**src/hw/irq_enable_pkg.sv**
```systemverilog
package irq_enable_pkg;

  // Register indices; byte address is four times the index
  localparam logic [7:0]  IDX_ENABLE_LO = 8'h17;
  localparam logic [7:0]  IDX_ENABLE_HI = 8'h11;
  localparam logic [7:0]  IDX_BANK_SEL  = 8'h0f;
  localparam logic [7:0]  IDX_PENDING   = 8'h20;

  // Bank in which each enable register is visible
  localparam logic [3:0]  BANK_ENABLE_LO = 4'h1;
  localparam logic [3:0]  BANK_ENABLE_HI = 4'h4;

  // Field positions in the low enable register
  localparam int          SERIAL1_RX_FULL_IRQ_ENABLE  = 0;
  localparam int          SERIAL1_TX_EMPTY_IRQ_ENABLE = 1;
  localparam int          CAPTURE1_IRQ_ENABLE         = 2;
  localparam int          CAPTURE2_IRQ_ENABLE         = 3;
  localparam int          TIMER1_IRQ_ENABLE           = 4;

  // Field positions in the high enable register
  localparam int          SERIAL2_RX_FULL_IRQ_ENABLE  = 0;
  localparam int          SERIAL2_TX_EMPTY_IRQ_ENABLE = 1;
  localparam int          CAPTURE3_IRQ_ENABLE         = 2;
  localparam int          CAPTURE4_IRQ_ENABLE         = 3;
  localparam int          HI_UNUSED_BIT               = 4;
  localparam int          ADC_DONE_IRQ_ENABLE         = 5;
  localparam int          BUS_COLLISION_IRQ_ENABLE    = 6;
  localparam int          SYNC_SERIAL_IRQ_ENABLE      = 7;

  // Implemented bits and reset values
  localparam logic [7:0]  ENABLE_HI_MASK  = 8'hef;
  localparam logic [4:0]  ENABLE_LO_RESET = 5'h00;
  localparam logic [7:0]  ENABLE_HI_RESET = 8'h00;
  localparam logic [3:0]  BANK_SEL_RESET  = 4'h0;

  // Peripheral flag inputs, grouped as the two enable registers
  typedef struct packed {
    logic [7:0] hi;
    logic [4:0] lo;
  } periph_flags_t;

  // Captured AHB address phase
  typedef struct packed {
    logic       valid;
    logic       write;
    logic [7:0] idx;
  } ahb_req_t;

endpackage

```
**src/hw/peripheral_irq_enable_regs.sv**
```systemverilog
// The AHB-Lite register port was decided locally.
`timescale 1ns/10ps
// Contract
// bit 4 low register gates timer1 interrupt
// bit 3 low register gates capture2 interrupt
// bit 2 low register gates capture1 interrupt
// bit 1 low gates serial1 transmit empty
// bit 0 low gates serial1 receive full
// high register at 0x11, bank 4 only
// bit 7 high gates sync serial interrupt
// bit 6 high gates bus collision interrupt
// bit 5 high gates converter done interrupt
// bit 4 high reads zero, ignores writes
// bit 3 high gates capture4 interrupt
// bit 2 high gates capture3 interrupt
// bit 1 high gates serial2 transmit empty
// bit 0 high gates serial2 receive full
// reset clears high register, then read/write
// low register at 0x17, bank 1 only
// enables mask requests, never block flags
// request when any flag and enable set
module peripheral_irq_enable_regs (
  // Clock and reset
  input  wire logic                          hclk,
  input  wire logic                          hresetn,
  // AHB-Lite slave
  input  wire logic                          hsel,
  input  wire logic [31:0]                   haddr,
  input  wire logic [1:0]                    htrans,
  input  wire logic                          hwrite,
  input  wire logic [2:0]                    hsize,
  input  wire logic [31:0]                   hwdata,
  input  wire logic                          hready,
  output logic      [31:0]                   hrdata,
  output logic                               hreadyout,
  output logic                               hresp,
  // Peripheral flags and combined request
  input  wire irq_enable_pkg::periph_flags_t periph_flags,
  output logic                               periph_irq
);

  irq_enable_pkg::ahb_req_t req;            // Pending data phase
  logic [4:0]               enable_lo;      // Low enable register
  logic [7:0]               enable_hi;      // High enable register
  logic [3:0]               bank_sel;       // Data memory bank select
  logic [4:0]               next_enable_lo; // Values after this cycle's write
  logic [7:0]               next_enable_hi;
  logic [3:0]               next_bank_sel;
  logic [7:0]               pending_lo;     // Flags passed by enables
  logic [7:0]               pending_hi;
  logic                     addr_take;      // Address phase taken now
  logic [7:0]               addr_idx;       // Word index of that address
  logic                     wr_now;         // Data phase of a write now
  logic [31:0]              next_rdata;

  // Only word transfers are expected; hsize is accepted without check
  assign addr_take = hsel && hready && htrans[1];
  assign addr_idx  = haddr[9:2];
  assign wr_now    = req.valid && req.write;

  // Masking only: flags come straight from peripherals, untouched
  assign pending_lo = {3'h0, periph_flags.lo & enable_lo};
  assign pending_hi = periph_flags.hi & enable_hi;

  // Capture the address phase for the following data phase
  always_ff @(posedge hclk or negedge hresetn)
  begin
    if (!hresetn)
      req <= '0;
    else if (hready)
      req <= '{valid: addr_take, write: hwrite, idx: addr_idx};
  end

  // Next register values; a write in its data phase takes effect now
  always_comb
  begin
    next_enable_lo = enable_lo;
    next_enable_hi = enable_hi;
    next_bank_sel  = bank_sel;
    if (wr_now)
    begin
      // Bank select is always visible
      if (req.idx == irq_enable_pkg::IDX_BANK_SEL)
        next_bank_sel = hwdata[3:0];
      // Low register answers only in its bank
      if (req.idx == irq_enable_pkg::IDX_ENABLE_LO &&
          bank_sel == irq_enable_pkg::BANK_ENABLE_LO)
        next_enable_lo = hwdata[4:0];
      // High register answers only in its bank
      if (req.idx == irq_enable_pkg::IDX_ENABLE_HI &&
          bank_sel == irq_enable_pkg::BANK_ENABLE_HI)
        next_enable_hi = hwdata[7:0] & irq_enable_pkg::ENABLE_HI_MASK;
    end
  end

  // Enable registers; power-on reset clears every bit
  always_ff @(posedge hclk or negedge hresetn)
  begin
    if (!hresetn)
    begin
      enable_lo <= irq_enable_pkg::ENABLE_LO_RESET;
      enable_hi <= irq_enable_pkg::ENABLE_HI_RESET;
    end
    else
    begin
      enable_lo <= next_enable_lo;
      enable_hi <= next_enable_hi;
    end
  end

  // Bank select register
  always_ff @(posedge hclk or negedge hresetn)
  begin
    if (!hresetn)
      bank_sel <= irq_enable_pkg::BANK_SEL_RESET;
    else
      bank_sel <= next_bank_sel;
  end

  // Read mux uses next values so a write just before a read is seen
  always_comb
  begin
    next_rdata = 32'h0000_0000;
    if (addr_take && !hwrite)
    begin
      unique case (addr_idx)
        irq_enable_pkg::IDX_ENABLE_LO:
          if (next_bank_sel == irq_enable_pkg::BANK_ENABLE_LO)
            next_rdata = {27'h0, next_enable_lo};
        irq_enable_pkg::IDX_ENABLE_HI:
          if (next_bank_sel == irq_enable_pkg::BANK_ENABLE_HI)
            next_rdata = {24'h0, next_enable_hi};
        irq_enable_pkg::IDX_BANK_SEL:
          next_rdata = {28'h0, next_bank_sel};
        irq_enable_pkg::IDX_PENDING:
          next_rdata = {16'h0, pending_hi, pending_lo};
        // Unmapped addresses read zero with an OKAY response
        default:
          next_rdata = 32'h0000_0000;
      endcase
    end
  end

  // Read data register, loaded at the address phase edge
  always_ff @(posedge hclk or negedge hresetn)
  begin
    if (!hresetn)
      hrdata <= 32'h0000_0000;
    else if (hready)
      hrdata <= next_rdata;
  end

  // Zero wait states and always OKAY, so both stay constant
  always_ff @(posedge hclk or negedge hresetn)
  begin
    if (!hresetn)
    begin
      hreadyout <= 1'b1;
      hresp     <= 1'b0;
    end
    else
    begin
      hreadyout <= 1'b1;
      hresp     <= 1'b0;
    end
  end

  // Combined request, one cycle behind the flags, checked every cycle
  always_ff @(posedge hclk or negedge hresetn)
  begin
    if (!hresetn)
      periph_irq <= 1'b0;
    else
      periph_irq <= |{pending_hi, pending_lo};
  end

  // Per-source gating, each enable tied to the request one cycle later
  property p_timer1;
    @(posedge hclk) disable iff (!hresetn)
    (periph_flags.lo[4] && enable_lo[4]) |=> periph_irq;
  endproperty
  a_timer1: assert property (p_timer1) else $error("timer1 not requested");

  property p_capture2;
    @(posedge hclk) disable iff (!hresetn)
    (periph_flags.lo[3] && enable_lo[3]) |=> periph_irq;
  endproperty
  a_capture2: assert property (p_capture2) else $error("capture2 not requested");

  property p_capture1;
    @(posedge hclk) disable iff (!hresetn)
    (periph_flags.lo[2] && enable_lo[2]) |=> periph_irq;
  endproperty
  a_capture1: assert property (p_capture1) else $error("capture1 not requested");

  property p_ser1_tx;
    @(posedge hclk) disable iff (!hresetn)
    (periph_flags.lo[1] && enable_lo[1]) |=> periph_irq;
  endproperty
  a_ser1_tx: assert property (p_ser1_tx) else $error("serial1 tx not requested");

  property p_ser1_rx;
    @(posedge hclk) disable iff (!hresetn)
    (periph_flags.lo[0] && enable_lo[0]) |=> periph_irq;
  endproperty
  a_ser1_rx: assert property (p_ser1_rx) else $error("serial1 rx not requested");

  property p_hi_bank;
    @(posedge hclk) disable iff (!hresetn)
    (wr_now && bank_sel != irq_enable_pkg::BANK_ENABLE_HI) |=> $stable(enable_hi);
  endproperty
  a_hi_bank: assert property (p_hi_bank) else $error("high written outside bank");

  property p_sync_ser;
    @(posedge hclk) disable iff (!hresetn)
    (periph_flags.hi[7] && enable_hi[7]) |=> periph_irq;
  endproperty
  a_sync_ser: assert property (p_sync_ser) else $error("sync serial not requested");

  property p_bus_coll;
    @(posedge hclk) disable iff (!hresetn)
    (periph_flags.hi[6] && enable_hi[6]) |=> periph_irq;
  endproperty
  a_bus_coll: assert property (p_bus_coll) else $error("collision not requested");

  property p_adc;
    @(posedge hclk) disable iff (!hresetn)
    (periph_flags.hi[5] && enable_hi[5]) |=> periph_irq;
  endproperty
  a_adc: assert property (p_adc) else $error("converter not requested");

  // A flag on the unimplemented position must never raise the request alone
  property p_unused;
    @(posedge hclk) disable iff (!hresetn)
    (periph_flags.hi[irq_enable_pkg::HI_UNUSED_BIT] && !(|pending_lo) &&
     !(|(pending_hi & irq_enable_pkg::ENABLE_HI_MASK))) |=> !periph_irq;
  endproperty
  a_unused: assert property (p_unused) else $error("unused bit acted");

  // The unimplemented enable bit never holds a one
  property p_unused_bit;
    @(posedge hclk) disable iff (!hresetn)
    !enable_hi[irq_enable_pkg::HI_UNUSED_BIT];
  endproperty
  a_unused_bit: assert property (p_unused_bit) else $error("unused bit set");

  property p_capture4;
    @(posedge hclk) disable iff (!hresetn)
    (periph_flags.hi[3] && enable_hi[3]) |=> periph_irq;
  endproperty
  a_capture4: assert property (p_capture4) else $error("capture4 not requested");

  property p_capture3;
    @(posedge hclk) disable iff (!hresetn)
    (periph_flags.hi[2] && enable_hi[2]) |=> periph_irq;
  endproperty
  a_capture3: assert property (p_capture3) else $error("capture3 not requested");

  property p_ser2_tx;
    @(posedge hclk) disable iff (!hresetn)
    (periph_flags.hi[1] && enable_hi[1]) |=> periph_irq;
  endproperty
  a_ser2_tx: assert property (p_ser2_tx) else $error("serial2 tx not requested");

  property p_ser2_rx;
    @(posedge hclk) disable iff (!hresetn)
    (periph_flags.hi[0] && enable_hi[0]) |=> periph_irq;
  endproperty
  a_ser2_rx: assert property (p_ser2_rx) else $error("serial2 rx not requested");

  property p_reset_clear;
    @(posedge hclk) disable iff (!hresetn)
    $past(!hresetn) |-> (enable_hi == 8'h00 && enable_lo == 5'h00);
  endproperty
  a_reset_clear: assert property (p_reset_clear) else $error("enables not cleared");

  property p_lo_bank;
    @(posedge hclk) disable iff (!hresetn)
    (wr_now && req.idx == irq_enable_pkg::IDX_ENABLE_LO &&
     bank_sel == irq_enable_pkg::BANK_ENABLE_LO) |=> (enable_lo == $past(hwdata[4:0]));
  endproperty
  a_lo_bank: assert property (p_lo_bank) else $error("low write lost");

  property p_mask_only;
    @(posedge hclk) disable iff (!hresetn)
    !(|{pending_hi, pending_lo}) |=> !periph_irq;
  endproperty
  a_mask_only: assert property (p_mask_only) else $error("request without enable");

  property p_any;
    @(posedge hclk) disable iff (!hresetn)
    (|{pending_hi, pending_lo}) |=> periph_irq;
  endproperty
  a_any: assert property (p_any) else $error("request missing");

  // Main scenarios
  c_lo_write: cover property (@(posedge hclk) disable iff (!hresetn)
    wr_now && req.idx == irq_enable_pkg::IDX_ENABLE_LO &&
    bank_sel == irq_enable_pkg::BANK_ENABLE_LO);
  c_hi_write: cover property (@(posedge hclk) disable iff (!hresetn)
    wr_now && req.idx == irq_enable_pkg::IDX_ENABLE_HI &&
    bank_sel == irq_enable_pkg::BANK_ENABLE_HI);
  c_irq: cover property (@(posedge hclk) disable iff (!hresetn) $rose(periph_irq));
  c_masked: cover property (@(posedge hclk) disable iff (!hresetn)
    (|periph_flags.hi) && !(|pending_hi));

endmodule

```
**config.mk**
```make
export PLATFORM = sky130hd
export DESIGN_NAME = peripheral_irq_enable_regs
export DESIGN_NICKNAME = d
export VERILOG_FILES = /design/src/hw/irq_enable_pkg.sv /design/src/hw/peripheral_irq_enable_regs.sv
export SDC_FILE = /design/constraint.sdc
export NUM_CORES = 1
export LEC_CHECK = 0
export BUFFER_PORTS_ARGS = -buffer_cell sky130_fd_sc_hd__buf_2
export CAP_MARGIN = 0
export CORE_MARGIN = 1
export CORE_UTILIZATION = 46
export DETAILED_ROUTE_END_ITERATION = 8
export GPL_TIMING_DRIVEN = 0
export PLACE_DENSITY = 0.83
export SLEW_MARGIN = 10
export SYNTH_ARGS = -nofsm -noshare
export SYNTH_HDL_FRONTEND = slang
export SYNTH_SLANG_ARGS = --single-unit
export TNS_END_PERCENT = 30
```
**constraint.sdc**
```tcl
create_clock -name hclk -period 4.63 [get_ports hclk]
set_clock_uncertainty 0.1 [all_clocks]
set_input_delay 0 -clock hclk [delete_from_list [all_inputs] [get_ports hclk]]
set_output_delay 0 -clock hclk [all_outputs]
set_load 0.01 [all_outputs]
```
## After elaboration in Yosys (flattened, before gate mapping)

Cells that the tools add are included.
W data, S select, Z words.

- Input port bits: 87
- Logic and storage cells: 39
- Output and inout port bits: 35
- Register bits after elaboration: 60

- Multiplexer cells: 10
- Reduce and logical (&&, ||, !) cells: 8
- Bitwise logic cells: 2
- Eq/ne operators: 11

Operators with widths:

| operator | number |
|---|---|
| $pmux W32 S4 | 1 |
| $eq A8 B5 Y1 const B | 4 |
| $mux W32 | 1 |
| $mux W8 | 3 |
| $eq A8 B4 Y1 const B | 2 |
| $mux W5 | 3 |
| $reduce_or A13 Y1 | 1 |
| $and A8 B8 Y8 | 1 |
| $eq A4 B1 Y1 const B | 2 |
| $eq A4 B3 Y1 const B | 2 |
| $eq A8 B6 Y1 const B | 1 |
| $mux W4 | 2 |
| $logic_and A1 B1 Y1 | 6 |
| $and A5 B5 Y5 | 1 |
| $logic_not A1 Y1 | 1 |

## Longest topological paths before layout

- Depth after elaboration: 7
- Depth in mapped cells: 5
- Gate-level depth less buffers: 5

## Worst setup path before layout

Ideal clock, no wire load.

- Kind: reg2reg
- From: register req[3] (netlist name)
- To: register hrdata[0]
- Data required time: 4.382 ns
- Cell stages (with the launch flop): 6
- Library setup time: 0.148 ns
- Arrival: 1.800 ns
- Period minus slack after synthesis: 2.048 ns
- Path slack: 2.582 ns
- Path buffers: 0
- Cell sequence: dfrtp_1 > nor4bb_1 > nand4_1 > mux2_2 > a221oi_1 > o221ai_1

- Word-level cells in the longest chain between the ends: 7
- Elaborated cells between the ends (all ways): 17
- Those cells by class: 5 x eq/ne; 10 x mux; 2 x reduce/logical

Ends and longest elaborated chain:

| what | line | RTL |
|---|---|---|
| from (decl) | peripheral_irq_enable_regs.sv:42 | `irq_enable_pkg::ahb_req_t req;` |
| from (signal assigned) | peripheral_irq_enable_regs.sv:71 | `req <= '{valid: addr_take, write: hwrite, idx: addr_idx};` |
| $eq A8 B5 Y1 | peripheral_irq_enable_regs.sv:90 | `if (req.idx == irq_enable_pkg::IDX_ENABLE_HI &&` |
| $logic_and A1 B1 Y1 | peripheral_irq_enable_regs.sv:90 |  |
| $mux W8 | peripheral_irq_enable_regs.sv:90 |  |
| $mux W8 | peripheral_irq_enable_regs.sv:80 | `if (wr_now)` |
| named net next_enable_hi[0] | peripheral_irq_enable_regs.sv:47 | `logic [7:0] next_enable_hi;` |
| $mux W8 | peripheral_irq_enable_regs.sv:131 | `if (next_bank_sel == irq_enable_pkg::BANK_ENABLE_HI)` |
| $pmux W32 S4 | peripheral_irq_enable_regs.sv:126 | `unique case (addr_idx)` |
| $mux W32 | peripheral_irq_enable_regs.sv:124 | `if (addr_take && !hwrite)` |
| to (signal assigned) | peripheral_irq_enable_regs.sv:150 | `hrdata <= next_rdata;` |
| to (decl) | peripheral_irq_enable_regs.sv:34 | `output logic [31:0] hrdata,` |

The timed path passes the listed nets, and every way through them passes these cells.
A chain may end at the register's enable or synchronous reset.

## Worst setup path in the final report

- From: register bank_sel[3]
- To: register hrdata[2]

- Word-level cells in the longest chain between the ends: 7
- Elaborated cells between the ends (all ways): 16
- Those cells by class: 4 x eq/ne; 10 x mux; 2 x reduce/logical

Ends and longest elaborated chain:

| what | line | RTL |
|---|---|---|
| from (decl) | peripheral_irq_enable_regs.sv:45 | `logic [3:0] bank_sel;` |
| from (signal assigned) | peripheral_irq_enable_regs.sv:115 | `bank_sel <= irq_enable_pkg::BANK_SEL_RESET;` |
| from (signal assigned) | peripheral_irq_enable_regs.sv:117 | `bank_sel <= next_bank_sel;` |
| $eq A4 B3 Y1 | peripheral_irq_enable_regs.sv:91 | `bank_sel == irq_enable_pkg::BANK_ENABLE_HI)` |
| $logic_and A1 B1 Y1 | peripheral_irq_enable_regs.sv:90 |  |
| $mux W8 | peripheral_irq_enable_regs.sv:90 |  |
| $mux W8 | peripheral_irq_enable_regs.sv:80 |  |
| named net next_enable_hi[2] | peripheral_irq_enable_regs.sv:47 |  |
| $mux W8 | peripheral_irq_enable_regs.sv:131 |  |
| $pmux W32 S4 | peripheral_irq_enable_regs.sv:126 |  |
| $mux W32 | peripheral_irq_enable_regs.sv:124 |  |

The timed path passes the listed nets, and every way through them passes these cells.

==> flow_summary.rst <==
.. list-table::
   :header-rows: 1

   * - Metric
     - Value
   * - Result of the run
     - complete, no violations
   * - Relative contribution of combinational cells to total power
     - 13.4%
   * - Required @ worst endpoint
     - 4.69 ns
   * - Fraction of power consumed by the clock network
     - 36.7%
   * - Non-filler cells, final
     - 342
   * - Footprint of the multi-input gates
     - 972 um2
   * - Worst Tran Pin Value
     - 0.984 ns
   * - Clock input transition at the sequential cells of the worst setup and hold paths
     - 0.09 ns
   * - DRT Wirelength
     - 5310 um
   * - Site row count
     - 24
   * - Number of buffers created by CTS
     - 5
   * - Proportion of layout cells with a drive suffix above 1
     - 35.2%
   * - Max Slew Vio Count
     - 0
   * - Post-Place Cells
     - 303
   * - Max transition margin
     - 34.4%
   * - Total global routing overflow
     - 0
   * - Number of optimization iterations in the first detailed-route pass
     - 6
   * - Flip-flop and latch area
     - 1100 um2
   * - Clock Root Buffer
     - sky130_fd_sc_hd__clkbuf_8
   * - Starting DRT DRC Count
     - 163
   * - Number of sinks driven by the clock tree
     - 44
   * - Worst Setup Slack post-DPL
     - 2.14 ns
   * - Worst endpoint data arrival time
     - 2.57 ns
   * - Register area share after synthesis
     - 50.5%
   * - Die Wd
     - 70.9 um
   * - Count of port buffers added during placement
     - 51
   * - FMAX
     - 0.397 GHz
   * - Routed via count divided by cell count
     - 5.36
   * - Number of flip-flops and latches in the synthesized netlist
     - 44
   * - Number of distinct standard cells referenced by the synthesized netlist
     - 37
   * - PwrDens
     - 278 nW/um2
   * - Setup ws final
     - 2.11 ns
   * - Maximum number of pins on one net before global-route repair
     - 45
   * - Net count of the finished layout
     - 376
   * - Highest fanout seen on the critical path
     - 8
   * - Antenna violations before repair
     - 0
   * - Highest ir drop seen on vdd
     - 156 uV
   * - # Post-CTS Setup Buffers
     - 0
   * - Cell Area, Synth
     - 2180 um2
   * - Number of global-route vias before repair
     - 1,784
   * - Cells taking the most area after synthesis
     - sky130_fd_sc_hd__dfrtp_1 50%, sky130_fd_sc_hd__mux2_2 11%, sky130_fd_sc_hd__buf_4 6.2%
   * - Mapped Avg Cell Area
     - 11.9 um2
   * - CP Capture Type
     - flip-flop
   * - Max Root-Sink Buffers
     - 2
   * - H-tree depth
     - 2
   * - Routed len/inst
     - 15.5 um
   * - Final hold violations
     - 0
   * - CP Capture Point
     - hrdata[2]
   * - Cells traversed along the worst timing path
     - nor4b_1 -> nand4_1 -> mux2_2 -> a221oi_1 -> o221ai_1
   * - Most common library cell in the layout ignoring fill and taps
     - sky130_fd_sc_hd__buf_2
   * - Critical-path top delay cell
     - sky130_fd_sc_hd__nand4_1
   * - Fin crit period
     - 2.52 ns
   * - CP delay by family, top
     - simple AND/OR/NAND/NOR gates
   * - Area growth from synthesis to layout
     - 36.9%
   * - Sequential fraction of design power
     - 49.8%
   * - Count of mapped cells out of synthesis
     - 184
   * - Leak pwr
     - 1.45 nW
   * - Area enclosed by the die boundary
     - 5020 um2
   * - Filler Cells Inserted
     - 334
   * - Core ar.
     - 4440 um2
   * - Setup TNS after final layout
     - 0 ns
   * - First-pass GRT wire length
     - 8660 um
   * - Crit path largest cell delay
     - 0.45 ns
   * - Fraction of power spent switching nets
     - 24.9%
   * - Stages on worst setup path
     - 5
   * - Routability cong.
     - 0.842
   * - Internal power
     - 623 uW
   * - RSZ-0062 raised after global routing
     - no
   * - Half-perimeter wire length of the detailed placement result
     - 3660 um
   * - Clock latency at the later pin of the worst-skew pair
     - 0.30 ns
   * - Final clock period utilization by the worst path
     - 54.4%
   * - Kind of critical path
     - reg2reg
   * - Die Height
     - 70.9 um
   * - Yosys top cell area share
     - 50.5%
   * - Ports
     - 122
   * - Yosys top cell by area
     - sky130_fd_sc_hd__dfrtp_1
   * - Remaining routing DRC violations
     - 0
   * - Start of the worst register-to-register path
     - bank_sel[3]
   * - Remaining antenna violation count
     - 0
   * - Register-to-register setup slack
     - 2.11 ns
   * - Number of cells on the worst reg-to-reg path
     - 5
   * - Leading cell types in the layout, fill and taps excluded
     - 51 x sky130_fd_sc_hd__buf_2, 44 x sky130_fd_sc_hd__dfrtp_1, 31 x sky130_fd_sc_hd__dlygate4sd3_1
   * - R2r endpoint
     - hrdata[2]
   * - GRT Overall Usage
     - 22.7%
   * - Hold WC Path Type
     - in2reg
   * - Total of max-cap violations
     - 0
   * - CTS tree
     - built
   * - Kind of start point of the critical path
     - flip-flop
   * - Starting density of the core
     - 49.1%
   * - Diode count
     - 0
   * - Number of gates given a new drive strength after cts
     - 0
   * - Switching power
     - 207 uW
   * - Post-route cell area
     - 2990 um2
   * - Sum of buffers and inverters on the critical path
     - 0
   * - Post-Place Cell Area
     - 2560 um2
   * - Critical path launch point
     - bank_sel[3]
   * - Count of endpoints failing setup in the final report
     - 0
   * - Via count
     - 1,833
   * - Count of warnings emitted by yosys
     - 0
[metrics by stage]
step	power (mW)	hold slack, ns	utilization (%)
after floorplan	0.470	-0.396	-
after global placement	0.506	0.0908	57.7
after detailed placement	0.509	0.105	57.7
after CTS	0.830	0.00705	67.2
after global routing	0.862	0.0295	67.2
final	0.831	0.00380	67.2
[cell families (layout without fill, tap and decap cells)]
| group | Yosys count | count (layout) | share of synthesized area (%) |
|---|---|---|---|
| buffers and inverters | 27 | 117 | 7.74 |
| other | 2 | 18 | 0.344 |
| AOI/OAI and AO/OA | 31 | 31 | 12.3 |
| muxes | 25 | 25 | 12.7 |
| and+or+nand+nor | 55 | 55 | 16.5 |
| DFF | 44 | 44 | 50.5 |
[tightest hold or removal path, delay by kind of cell]
kind	cells	cell delay [ns]
compound gates	2	0.27
buf+inv	1	0.10
[layer usage]
metal,up-vias,share of wire [%],track usage (%),wire length [um]
met5,-,0,0,0
met4,0,2.4,9.78,126
met3,12,5.3,5.56,280
met2,70,49,36.4,2590
met1,873,43,29.5,2310
li1,878,-,-,-
[synthesized netlist by cell type]
cell	instances
sky130_fd_sc_hd__mux2_2	21
sky130_fd_sc_hd__and4bb_1	1
sky130_fd_sc_hd__and4b_1	2
sky130_fd_sc_hd__clkbuf_1	2
sky130_fd_sc_hd__or3_1	2
sky130_fd_sc_hd__conb_1	2
sky130_fd_sc_hd__a221oi_1	4
sky130_fd_sc_hd__a211oi_4	1
sky130_fd_sc_hd__nand4_1	4
sky130_fd_sc_hd__nand4bb_1	2
sky130_fd_sc_hd__and2_1	2
sky130_fd_sc_hd__nand2_1	17
sky130_fd_sc_hd__o2111ai_1	1
sky130_fd_sc_hd__a32o_1	3
sky130_fd_sc_hd__o21ai_0	2
sky130_fd_sc_hd__o31a_1	1
sky130_fd_sc_hd__nor4bb_1	3
sky130_fd_sc_hd__nor4_1	2
sky130_fd_sc_hd__or4b_1	2
sky130_fd_sc_hd__buf_4	18
sky130_fd_sc_hd__o221ai_1	5
sky130_fd_sc_hd__a21oi_1	2
sky130_fd_sc_hd__dfrtp_1	44
sky130_fd_sc_hd__nand4b_4	1
sky130_fd_sc_hd__o31ai_1	1
sky130_fd_sc_hd__o2bb2ai_1	8
sky130_fd_sc_hd__mux2i_1	4
sky130_fd_sc_hd__and3_1	5
sky130_fd_sc_hd__nand3_1	3
sky130_fd_sc_hd__a32oi_1	1
sky130_fd_sc_hd__nor2_1	3
sky130_fd_sc_hd__inv_1	7
sky130_fd_sc_hd__or4_4	1
sky130_fd_sc_hd__a22oi_1	2
sky130_fd_sc_hd__nor4b_1	2
sky130_fd_sc_hd__or2_2	1
sky130_fd_sc_hd__nand2b_1	2
[worst min-delay path by stage]
stage / depth (start not counted) / end / startpoint / slack [ns]
after CTS: 3 / hrdata[4] / periph_flags[4] / 0.007
after detailed placement: 1 / hrdata[7] / hresetn / 0.10
after floorplan: 0 / bank_sel[0] / hresetn / -0.40
final: 3 / hrdata[4] / periph_flags[4] / 0.004
after global routing: 3 / hrdata[4] / periph_flags[4] / 0.03
after global placement: 1 / hrdata[7] / hresetn / 0.09
[area by class of cell]
cell class                 count  area share [%]
buffer                        20            4.77
clock buffer                   5            2.30
clock inverter                 3            1.55
inverter                       7           0.879
multi-input combinational    129            32.5
sequential                    44            36.9
tap                           52            2.18
timing repair buffer          82            18.9
[power groups by stage]
stage          logic (mW)  registers (mW)  clock network, mW
5_1_grt             0.122           0.416              0.324
2_1_floorplan      0.0533           0.417                  0
3_3_place_gp       0.0861           0.420                  0
6_report            0.112           0.414              0.305
3_5_place_dp       0.0879           0.421                  0
4_1_cts             0.110           0.414              0.307
[registers in the layout, summed over array words and instances (netlist names)]
| signal | flops |
|---|---|
| periph_irq | 1 |
| bank_sel | 4 |
| enable_hi | 8 |
| enable_lo | 5 |
| req | 10 |
| hrdata | 16 |
[timing repair]
item,in CTS,in global routing
endpoints found under the hold margin,81,0
endpoints found under the setup margin,0,0
hold buffers,31,0
(Power assumes the default switching activity.)
